**config.mk**
```make
export PLATFORM = sky130hd
export DESIGN_NAME = eabi_core
export DESIGN_NICKNAME = d
export VERILOG_FILES = /design/src/core/eabi_pkg.sv /design/src/core/eabi_core.sv /design/src/core/eabi_sync.sv
export VERILOG_INCLUDE_DIRS = /design/src /design/src/core
export SDC_FILE = /design/constraint.sdc
export NUM_CORES = 1
export LEC_CHECK = 0
export ABC_CLOCK_PERIOD_IN_PS = 2890
export BUFFER_PORTS_ARGS = -buffer_cell sky130_fd_sc_hd__buf_2
export CAP_MARGIN = 15
export CORE_MARGIN = 2
export CORE_UTILIZATION = 50
export DETAILED_ROUTE_END_ITERATION = 10
export GPL_ROUTABILITY_DRIVEN = 0
export PLACE_DENSITY = 0.73
export SYNTH_ARGS = -nofsm -noshare
export SYNTH_HDL_FRONTEND = slang
export SYNTH_SLANG_ARGS = --single-unit
```
**constraint.sdc**
```tcl
create_clock -name clk -period 2.89 [get_ports clk]
set_clock_uncertainty 0.2 [all_clocks]
set_input_delay 0.1445 -clock clk [delete_from_list [all_inputs] [get_ports clk]]
set_output_delay 0.1445 -clock clk [all_outputs]
set_load 0.1 [all_outputs]
```
**src/core/eabi_params.svh**
```systemverilog
// Constants and rule overview for the external async bus interface
// Overview of operation
// - 24-bit address, 16-bit data, byte/word/long transfers
// - Split operands into cycles per port width
// - Address of first byte held during strobe
// - Address strobe asserts half clock after start
// - Read data captured at last falling edge
// - Writes drive all sixteen data lines
// - Write data driven half clock after strobe
// - Read data strobe asserts with address strobe
// - Write data strobe one clock after address strobe
// - Direction changes only at cycle start when needed
// - Size code gives bytes still remaining
// - Three-bit space code valid during strobe
// - Port acknowledge ends cycle and sets width
// - Internal chip-select acknowledge also accepted
// - Bus fault ends improperly terminated cycle
// - Stall forces single cycle or retries fault
// - Stall floats data, strobes inactive, address held
// - Stalled outputs driven again on regaining bus
// - No interrupt service while stalled
// - Every cycle ends on handshake, not count
`ifndef EABI_PARAMS_SVH
`define EABI_PARAMS_SVH
`define EABI_ADDR_W     24
`define EABI_DATA_W     16
`define EABI_SIZ_BYTE   2'h1
`define EABI_SIZ_WORD   2'h2
`define EABI_SIZ_THREE  2'h3
`define EABI_SIZ_LONG   2'h0
`define EABI_ACK_WAIT   2'h3
`define EABI_ACK_8      2'h2
`define EABI_ACK_16     2'h1
`define EABI_FC_RESET   3'h5
`endif

```
**src/core/eabi_pkg.sv**
```systemverilog
// Types for the external async bus interface
package eabi_pkg;
   typedef enum logic [2:0] {
      EABI_IDLE  = 3'h0,
      EABI_START = 3'h1,
      EABI_STRB  = 3'h3,
      EABI_WAIT  = 3'h2,
      EABI_DONE  = 3'h6,
      EABI_STALL = 3'h7
   } eabi_state_t;

   typedef struct packed {
      logic        valid;
      logic        write;
      logic [1:0]  size;
      logic [2:0]  space;
      logic [23:0] addr;
      logic [31:0] wdata;
   } eabi_req_t;

   typedef struct packed {
      logic        done;
      logic        fault;
      logic        retry;
      logic [31:0] rdata;
   } eabi_rsp_t;

   typedef struct packed {
      logic [1:0] ack;
      logic       fault_n;
      logic       stall_n;
   } eabi_pins_t;
endpackage

```
**src/core/eabi_core.sv**
```systemverilog
// External async bus interface bus-cycle engine
`include "eabi_params.svh"
module eabi_core
   import eabi_pkg::*;
(
   input  wire logic                   clk,
   input  wire logic                   rstn,
   input  wire eabi_req_t              req,
   output eabi_rsp_t                   rsp,
   output logic                        req_ready,
   output logic [`EABI_ADDR_W-1:0]     ext_address_lines,
   output logic                        address_strobe_n,
   output logic                        data_strobe_n,
   output logic                        read_write_dir,
   output logic [1:0]                  transfer_size_code,
   output logic [2:0]                  space_code,
   output logic [`EABI_DATA_W-1:0]     data_out,
   output logic                        data_oe,
   output logic                        addr_oe,
   input  wire logic [`EABI_DATA_W-1:0] data_in,
   input  wire logic [1:0]             port_ack,
   input  wire logic [1:0]             cs_port_ack,
   input  wire logic                   cs_ack_en,
   input  wire logic                   bus_fault_n,
   input  wire logic                   auto_vector_n,
   input  wire logic                   stall_request_n,
   input  wire logic                   bus_granted,
   output logic                        irq_block
);
   eabi_pins_t pins_raw, pins_s;
   logic [`EABI_DATA_W-1:0] data_s;
   logic auto_vector_n_s;

   // Pins come from another timing domain
   assign pins_raw = '{ack: port_ack, fault_n: bus_fault_n, stall_n: stall_request_n};

   eabi_sync #(.W(4), .INIT(4'hf)) u_sync_ctl (
      .clk  (clk),
      .rstn (rstn),
      .d    (pins_raw),
      .q    (pins_s)
   );

   eabi_sync #(.W(17), .INIT(17'h1ffff)) u_sync_dat (
      .clk  (clk),
      .rstn (rstn),
      .d    ({auto_vector_n, data_in}),
      .q    ({auto_vector_n_s, data_s})
   );

   typedef struct packed {
      eabi_state_t             state;
      logic                    rwd;
      logic [`EABI_ADDR_W-1:0] addr;
      logic [1:0]              size;
      logic [2:0]              space;
      logic                    write;
      logic [31:0]             wbuf;
      logic [31:0]             rbuf;
      logic                    as_n;
      logic                    ds_n;
      logic [15:0]             dout;
      logic                    doe;
      logic                    aoe;
      logic                    rdy;
      eabi_rsp_t               rsp;
      logic                    irqb;
      logic                    fin;
      logic [1:0]              step;
   } eabi_st_t;

   eabi_st_t st_r, st_nxt;
   logic [1:0] ack_eff;
   logic       ack_hit;
   logic [1:0] left;
   logic [1:0] took;
   logic [1:0] remain;
   logic [1:0] next_left;

   // Chip-select logic may stand in for the external device
   assign ack_eff = cs_ack_en ? cs_port_ack : pins_s.ack;

   assign ack_hit = (ack_eff == `EABI_ACK_8) || (ack_eff == `EABI_ACK_16);

   // Bytes still owed, from size code
   always_comb begin
      case (st_r.size)
         `EABI_SIZ_BYTE:  left = 2'h1;
         `EABI_SIZ_WORD:  left = 2'h2;
         `EABI_SIZ_THREE: left = 2'h3;
         default:         left = 2'h0;
      endcase
   end

   // Byte port moves one byte; word port up to two, never past odd address
   always_comb begin
      if (ack_eff == `EABI_ACK_8 || st_r.size == `EABI_SIZ_BYTE || st_r.addr[0]) begin
         took = 2'h1;
      end else begin
         took = 2'h2;
      end
      remain = left - took;
      next_left = left - st_r.step;
   end

   always_comb begin
      st_nxt = st_r;
      st_nxt.rsp.done  = 1'b0;
      st_nxt.rsp.fault = 1'b0;
      st_nxt.rsp.retry = 1'b0;
      case (st_r.state)
         EABI_IDLE: begin
            st_nxt.rdy = 1'b1;
            st_nxt.ds_n = 1'b1;
            st_nxt.doe = 1'b0;
            if (req.valid && st_r.rdy && pins_s.stall_n) begin
               st_nxt.rdy = 1'b0;
               st_nxt.addr = req.addr;
               st_nxt.size = req.size;
               st_nxt.space = req.space;
               st_nxt.write = req.write;
               st_nxt.rwd = ~req.write;
               st_nxt.fin = 1'b0;
               st_nxt.wbuf = req.wdata;
               st_nxt.rbuf = 32'h0;
               st_nxt.aoe = 1'b1;
               st_nxt.state = EABI_START;
            end
         end
         EABI_START: begin
            // Half clock is one core tick at twice the bus rate
            st_nxt.as_n = 1'b0;
            if (!st_r.write) begin
               st_nxt.ds_n = 1'b0;
            end
            st_nxt.state = EABI_STRB;
         end
         EABI_STRB: begin
            if (st_r.write) begin
               // Full 16 lines, MSB-first operand word
               st_nxt.dout = st_r.wbuf[31:16];
               st_nxt.doe = 1'b1;
            end
            st_nxt.state = EABI_WAIT;
         end
         EABI_WAIT: begin
            if (st_r.write && st_r.ds_n) begin
               st_nxt.ds_n = 1'b0;
            end else if (!pins_s.fault_n) begin
               // Fault with stall asks for a rerun
               st_nxt.rsp.fault = pins_s.stall_n;
               st_nxt.rsp.retry = ~pins_s.stall_n;
               // Address kept so external logic can rerun the cycle
               st_nxt.fin = 1'b1;
               st_nxt.state = EABI_DONE;
            end else if (ack_hit) begin
               if (!st_r.write) begin
                  // Last sampled data of this cycle, merged MSB first
                  if (took == 2'h1) begin
                     st_nxt.rbuf = {st_r.rbuf[23:0],
                        (st_r.addr[0] && ack_eff == `EABI_ACK_16) ? data_s[7:0] : data_s[15:8]};
                  end else begin
                     st_nxt.rbuf = {st_r.rbuf[15:0], data_s};
                  end
               end
               st_nxt.wbuf = (took == 2'h1) ? {st_r.wbuf[23:0], 8'h00} :
                                             {st_r.wbuf[15:0], 16'h0000};
               // Address and size move only once the strobe is gone
               st_nxt.step = took;
               st_nxt.fin = (remain == `EABI_SIZ_LONG);
               if (remain == `EABI_SIZ_LONG) begin
                  st_nxt.rsp.done = 1'b1;
               end
               st_nxt.state = EABI_DONE;
            end
         end
         EABI_DONE: begin
            st_nxt.as_n = 1'b1;
            st_nxt.ds_n = 1'b1;
            st_nxt.doe = 1'b0;
            if (!pins_s.stall_n) begin
               // Address, space, size, direction stay put
               st_nxt.aoe = 1'b0;
               st_nxt.irqb = 1'b1;
               st_nxt.state = EABI_STALL;
            end else if (!cs_ack_en && ack_hit) begin
               // Synchronised ack lags the pin; a stale one would end the next cycle
               st_nxt.state = EABI_DONE;
            end else if (st_r.fin) begin
               st_nxt.state = EABI_IDLE;
            end else begin
               st_nxt.addr = st_r.addr + {22'h0, st_r.step};
               st_nxt.size = next_left;
               st_nxt.state = EABI_START;
            end
         end
         EABI_STALL: begin
            // Single cycle mode: wait for stall release and bus grant
            if (bus_granted) begin
               st_nxt.aoe = 1'b1;
            end
            if (pins_s.stall_n && bus_granted) begin
               st_nxt.irqb = 1'b0;
               // Back through the gap so outputs move only after the stall ends
               st_nxt.state = EABI_DONE;
            end
         end
         default: begin
            st_nxt.state = EABI_IDLE;
         end
      endcase
      if (st_r.state == EABI_WAIT && st_nxt.state == EABI_DONE && st_nxt.rsp.done) begin
         st_nxt.rsp.rdata = st_nxt.rbuf;
      end
   end

   always_ff @(posedge clk or negedge rstn) begin
      if (!rstn) begin
         st_r <= '{state: EABI_IDLE, rwd: 1'b1, addr: 24'h000000, size: 2'h0,
                   space: `EABI_FC_RESET, write: 1'b0, wbuf: 32'h0, rbuf: 32'h0,
                   as_n: 1'b1, ds_n: 1'b1, dout: 16'h0000, doe: 1'b0, aoe: 1'b0,
                   rdy: 1'b0, rsp: '0, irqb: 1'b0, fin: 1'b0, step: 2'h0};
      end else begin
         st_r <= st_nxt;
      end
   end

   assign rsp                = st_r.rsp;
   assign req_ready          = st_r.rdy;
   assign ext_address_lines  = st_r.addr;
   assign address_strobe_n   = st_r.as_n;
   assign data_strobe_n      = st_r.ds_n;
   assign read_write_dir     = st_r.rwd;
   assign transfer_size_code = st_r.size;
   assign space_code         = st_r.space;
   assign data_out           = st_r.dout;
   assign data_oe            = st_r.doe;
   assign addr_oe            = st_r.aoe;
   assign irq_block          = st_r.irqb;
endmodule

```
**src/core/eabi_sync.sv**
```systemverilog
// Two-flop synchroniser for pin inputs
module eabi_sync #(
   parameter int W = 1,
   parameter logic [W-1:0] INIT = '0
) (
   input  wire logic         clk,
   input  wire logic         rstn,
   input  wire logic [W-1:0] d,
   output logic      [W-1:0] q
);
   typedef struct packed {
      logic [W-1:0] s1;
      logic [W-1:0] s2;
   } eabi_sync_st_t;
   eabi_sync_st_t st_r, st_nxt;

   always_comb begin
      st_nxt    = st_r;
      st_nxt.s1 = d;
      st_nxt.s2 = st_r.s1;
   end

   always_ff @(posedge clk or negedge rstn) begin
      if (!rstn) begin
         st_r <= {INIT, INIT};
      end else begin
         st_r <= st_nxt;
      end
   end

   assign q = st_r.s2;
endmodule

```
Yosys cells after proc, flatten, opt, wreduce, memory -nomap -nowiden --
Index checks and enable logic that the tools add are counted. Widths: inputs -> output; s select.
Word-level totals: register bits after elaboration 198, output and inout port bits 87, logic and storage cells 138
Operators by class: add/sub/neg operators 3, equal/unequal tests 26, muxes and demuxes 49, bitwise logic cells 3, reduce and logical (&&, ||, !) cells 32
Operator list (count):
- $mux 64 | 3
- $pmux 64 s2 | 1
- $mux 98 | 1
- $mux 32 | 3
- $mux 26 | 3
- $pmux 26 s2 | 1
- $mux 3 | 10
- $add 24x2->24 | 1
- $ne 2x2->1 const B | 11
- $pmux 3 s6 | 1
- $mux 1 | 13
- $reduce_and 4->1 | 3
- $mux 2 | 5
- $reduce_and 5->1 | 2
- $reduce_bool 2->1 | 5
- $eq 3x3->1 const B | 3
- $logic_and 1x1->1 | 8
- $mux 8 | 1
- $pmux 1 s2 | 4
- $eq 2x1->1 const B | 3
- $eq 2x2->1 const B | 3
- $eq 3x2->1 const B | 2
- $pmux 1 s3 | 2
- $pmux 2 s3 | 1
- 13 further kinds | 23

Logic depth before layout (Yosys ltp) --
word-level depth 13, gate-level depth with buffers 11

Modules after synthesis --
From an unflattened synthesis, not the netlist that was laid out.
Unflattened totals: cells, all modules 825, area total of the unflattened synthesis 9183.8 um^2
By module, submodules not included:
- eabi_core | times used 1, cells an instance 783, area each 8080.2 um^2, sequential area each 3960.0 um^2
- eabi_sync at u_sync_dat | times used 1, cells an instance 34, area each 893.4 um^2, sequential area each 893.4 um^2
- eabi_sync at u_sync_ctl | times used 1, cells an instance 8, area each 210.2 um^2, sequential area each 210.2 um^2

Least setup slack after synthesis --
Ideal clock, no wire load.
path kind reg2reg, start point reg st_r, in the netlist req_ready, end point reg st_r, in the netlist rsp[10], setup time 0.125 ns, arrival time 2.044 ns, required time 2.565 ns, setup slack 0.521 ns, stages on the path, launching flop included 8, path buffers 2, clock period less this slack 2.369 ns, cells stage by stage dfrtp_1 and3_1 buf_2 a22oi_2 buf_2 nand2_1 o21ai_1 mux2_2
RTL lines:
- start: declaration | RTL line eabi_core.sv:72 | eabi_st_t st_r, st_nxt;
- start signal: assignment | RTL line eabi_core.sv:219 | st_r <= '{state: EABI_IDLE, rwd: 1'b1, addr: 24'h000000, size: 2'h0,
- start signal: assignment | RTL line eabi_core.sv:224 | st_r <= st_nxt;

Worst setup path after layout --
start point in cs_ack_en, end point reg st_r, in the netlist ext_address_lines[17]
Between the ends: word-level cells in the longest chain between the ends 6, elaborated cells on any way between the ends 8, classes of those cells eq/ne (3); mux (1); reduce/logical (4)
RTL lines:
- start: declaration | RTL line eabi_core.sv:23 | input wire logic cs_ack_en,
- $mux 2 | RTL line eabi_core.sv:81 | assign ack_eff = cs_ack_en ? cs_port_ack : pins_s.ack;
- $eq 2x2->1 (no line) / $eq 2x1->1 (equally long branches)
- $logic_or 1x1->1 | RTL line eabi_core.sv:83 | assign ack_hit = (ack_eff == `EABI_ACK_8) || (ack_eff == `EABI_ACK_16);
- $logic_and 1x1->1 (*) | RTL line eabi_core.sv:186 | end else if (!cs_ack_en && ack_hit) begin
- $ne 2x2->1 (no line) (*)
- $reduce_and 5->1 (no line) (*)
Every way passes the cells marked *; elsewhere a longest branch is shown, timed or not. A chain may end at the register's enable or synchronous reset.

==> run_results.csv <==
group,metric,value,unit
floorplanning,io_pins,177,
sta,tightest_slew,824,ps
power_and_ir_drop,pwr-share-clk,17.6,%
sta,hold_viol,0,
final_layout,final_cell_mix,"174 x buf_2, 153 x dfrtp_1, 102 x nand2_1",
cts,clock_sinks,198,
final_layout,final_core_util,62.4,%
placed_design,portBuffers,175,
route,drc,0,
critical_path,cp-end-kind,"flop",
outcome,status,"complete, no violations",
final_layout,syn2layout_area_growth,23.2,%
critical_path,rr_endpoint,"ext_address_lines[17]",
final_layout,final_common_cell,"buf_2",
critical_path,crit_type,"in2reg",
synth,synth_compound_area_share,14.1,%
critical_path,crit_arrival,2960,ps
floorplanning,num_rows,49,
synth,yosysUniqueCellTypes,66,
route,drtIter0Drc,588,
synth,async_flop_share,100,%
cts,root_buffer,"clkbuf_16",
critical_path,reg2reg_depth,7,
synth,synthMuxAreaShare,10.2,%
synth,yosysWarnings,0,
power_and_ir_drop,p_int,6.58,mW
power_and_ir_drop,switching_power,7.17,mW
cts,clkTransAtPathRegs,80,ps
critical_path,crit_required,3050,ps
floorplanning,start_util,50.6,%
route,drt-pass1-iter-count,5,
hold_path,hold_path_end,"st_r[155]",
synth,synth-seq-area-share,55.3,%
cts,clock_latency,440,ps
synth,synth_seq_cells,198,
route,vias,6810,
synth,synthAdderAreaFrac,0.911,%
global_route,first_global_vias,6800,
cts,cts_buffers,17,
synth,netlist_area,9070,um^2
route,wl,21400,um
hold_path,whs_path_depth,4,
floorplanning,die_x,139,um
global_route,grt_pass1_wl,35000,um
power_and_ir_drop,p_leak,5.34,nW
synth,avgSynthCellArea,11.1,um^2
floorplanning,dieArea,19200,um^2
cts,htree_levels,4,
power_and_ir_drop,pwr-share-comb,49.7,%
sta,report.final.setup_viol,0,
critical_path,reg2reg_from,"u_sync_ctl.q[2]",
hold_path,hp-class,"in2reg",
cts,cts_buffer_depth,2,
synth,synth_top_family_by_area,"compound AO/OA/AOI/OAI gates",
global_route,grt_usage,22.5,%
final_layout,fill_cells,1435,
power_and_ir_drop,seqPwrFrac,32.7,%
sta,period_share,96.8,%
route,wl_per_cell,17.3,um
cts,tritoncts,"done",
floorplanning,die_y,139,um
sta,finalMaxSlewViolations,0,
flow_run,drv_cap,0,
route,drt.antenna.violating_nets,0,
synth,syn_inst,814,
synth,synth_ff_type,"dfrtp_1",
critical_path,crit_fanout,13,
synth,synth_edf_count,0,
sta,slew-limit-headroom,45.1,%
synth,synth_fp_nets,910,
power_and_ir_drop,ir_drop,0.00119,V
power_and_ir_drop,power.density,1230,nW/um^2
global_route,grt_max_degree,74,
sta,max_freq,0.358,GHz
synth,synth-xor-area-share,0.0966,%
final_layout,layout-drive-gt1-share,33.2,%
sta,rsz0062_at_grt,"no",
global_route,antenna_found_initial,0,
floorplanning,core_area,17900,um^2
sta,finalSetupTns,0,ps
global_route,grt.overflow.total,0,
final_layout,num_antenna_cells,0,
critical_path,r2r_slack,200,ps
final_layout,nets,1092,
route,via_per_inst,5.50,
synth,synth-simple-area-share,9.60,%
critical_path,start_kind,"input pin",
power_and_ir_drop,switching_share,52.1,%
sta,layout_min_cycle_time,2800,ps
hold_path,min-delay-start,"req[62]",
placed_design,hpwlAfterDp,13200,um
what timing repair did:
| item | CTS | global route |
|---|---|---|
| gates resized for setup | 0 | 0 |
| setup buffers | 0 | 0 |
| endpoints found under the setup margin | 0 | 2 |
| hold endpoints to repair | 179 | 0 |
| hold buffers | 85 | 0 |
logic make-up after synthesis:
| kind of cell | Yosys count |
|---|---|
| flip-flops | 198 |
| adder cells (fa/ha/maj) | 6 |
| AND/OR/NAND/NOR | 184 |
| buffers and inverters | 145 |
| XOR/XNOR | 1 |
| multiplexers | 86 |
| AO/OA/AOI/OAI | 194 |
state kept, by name, indices dropped and copies added (netlist names):
register            cells
transfer_size_code      2
req_ready               1
data_out               16
addr_oe                 1
data_strobe_n           1
st_r                   71
space_code              3
rsp                    35
u_sync_ctl.st_nxt       4
irq_block               1
ext_address_lines      24
u_sync_dat.q           16
u_sync_ctl.q            4
address_strobe_n        1
read_write_dir          1
u_sync_dat.st_nxt      16
data_oe                 1
layout make-up:
type	count	area (um^2)	share of cell area, %
Timing Repair Buffer	285	2000	17.9
Tap cell	229	287	2.57
Sequential cell	198	5010	44.9
Inverter	22	82.6	0.739
Clock inverter	15	193	1.73
Clock buffer	17	425	3.81
Multi-Input combinational cell	472	3170	28.4
cell usage after synthesis (5+ instances only):
| cell | instances | area (um^2) |
|---|---|---|
| ha_1 | 5 | 62.6 |
| mux2_1 | 10 | 113 |
| o21ai_0 | 19 | 95.1 |
| a211oi_1 | 6 | 45.0 |
| mux2i_1 | 37 | 370 |
| a221o_1 | 16 | 160 |
| o21ai_1 | 39 | 195 |
| and3_1 | 5 | 31.3 |
| a222oi_1 | 8 | 80.1 |
| buf_4 | 81 | 608 |
| a22oi_1 | 6 | 45.0 |
| inv_1 | 20 | 75.1 |
| nand4_1 | 6 | 37.5 |
| dfstp_2 | 45 | 1180 |
| nor2_1 | 28 | 105 |
| a21oi_1 | 55 | 275 |
| clkbuf_1 | 17 | 63.8 |
| a22o_1 | 9 | 78.8 |
| nor3_1 | 7 | 35.0 |
| mux2_2 | 39 | 439 |
| nand3_1 | 12 | 60.1 |
| dfrtp_1 | 153 | 3830 |
| nand2_1 | 102 | 383 |
| buf_2 | 21 | 105 |
metrics by stage:
stage | area, um^2 | hold slack, ps | cells | worst slack, ps | power, mW
final | 11200 | 67.9 | 1238 | 93.1 | 13.8
after detailed placement | 9690 | -19.0 | 1120 | 254 | 11.2
after global routing | 11200 | 75.0 | 1238 | 0.958 | 14.4
after CTS | 11200 | 40.0 | 1237 | 163 | 13.8
after global placement | 9690 | -15.3 | 1120 | 283 | 11.1
after floorplan | 9070 | -351 | 814 | 521 | 10.5
per-layer routing:
layer  up-vias  global-route usage, %  share of wire (%)
li1       3186                      -                  -
met1      3325                   30.1                 43
met2       244                   37.1                 49
met3        55                   4.56                5.4
met4         0                   7.66                2.4
met5         -                      0                  0
power groups by stage:
stage / Sequential (mW) / Combinational, mW / Clock [mW]
after floorplan: 4.59 / 5.89 / 0
after global placement: 4.49 / 6.61 / 0
after detailed placement: 4.51 / 6.70 / 0
after CTS: 4.47 / 6.83 / 2.48
after global routing: 4.63 / 7.21 / 2.59
final: 4.49 / 6.83 / 2.43
worst max-delay path, stage by stage:
cell           delay [ps]
dlygate4sd3_1         540
buf_2                 170
mux2i_1               250
inv_1                  70
ha_1                  360
o21ba_2               290
and3_1                260
nor2_2                620
a22oi_1               150
o21ai_1               120
worst max-delay path by stage:
stage	startpoint	depth (start not counted)	slack, ps	endpoint
after floorplan	req_ready	7	520	rsp[10]
after global placement	u_sync_ctl.q[2]	7	280	ext_address_lines[16]
after detailed placement	cs_ack_en	9	250	ext_address_lines[16]
after CTS	cs_ack_en	10	160	ext_address_lines[16]
after global routing	cs_ack_en	11	1	rsp[15]
final	cs_ack_en	10	90	ext_address_lines[17]
No activity file was read; power rests on OpenSTA's default activity.
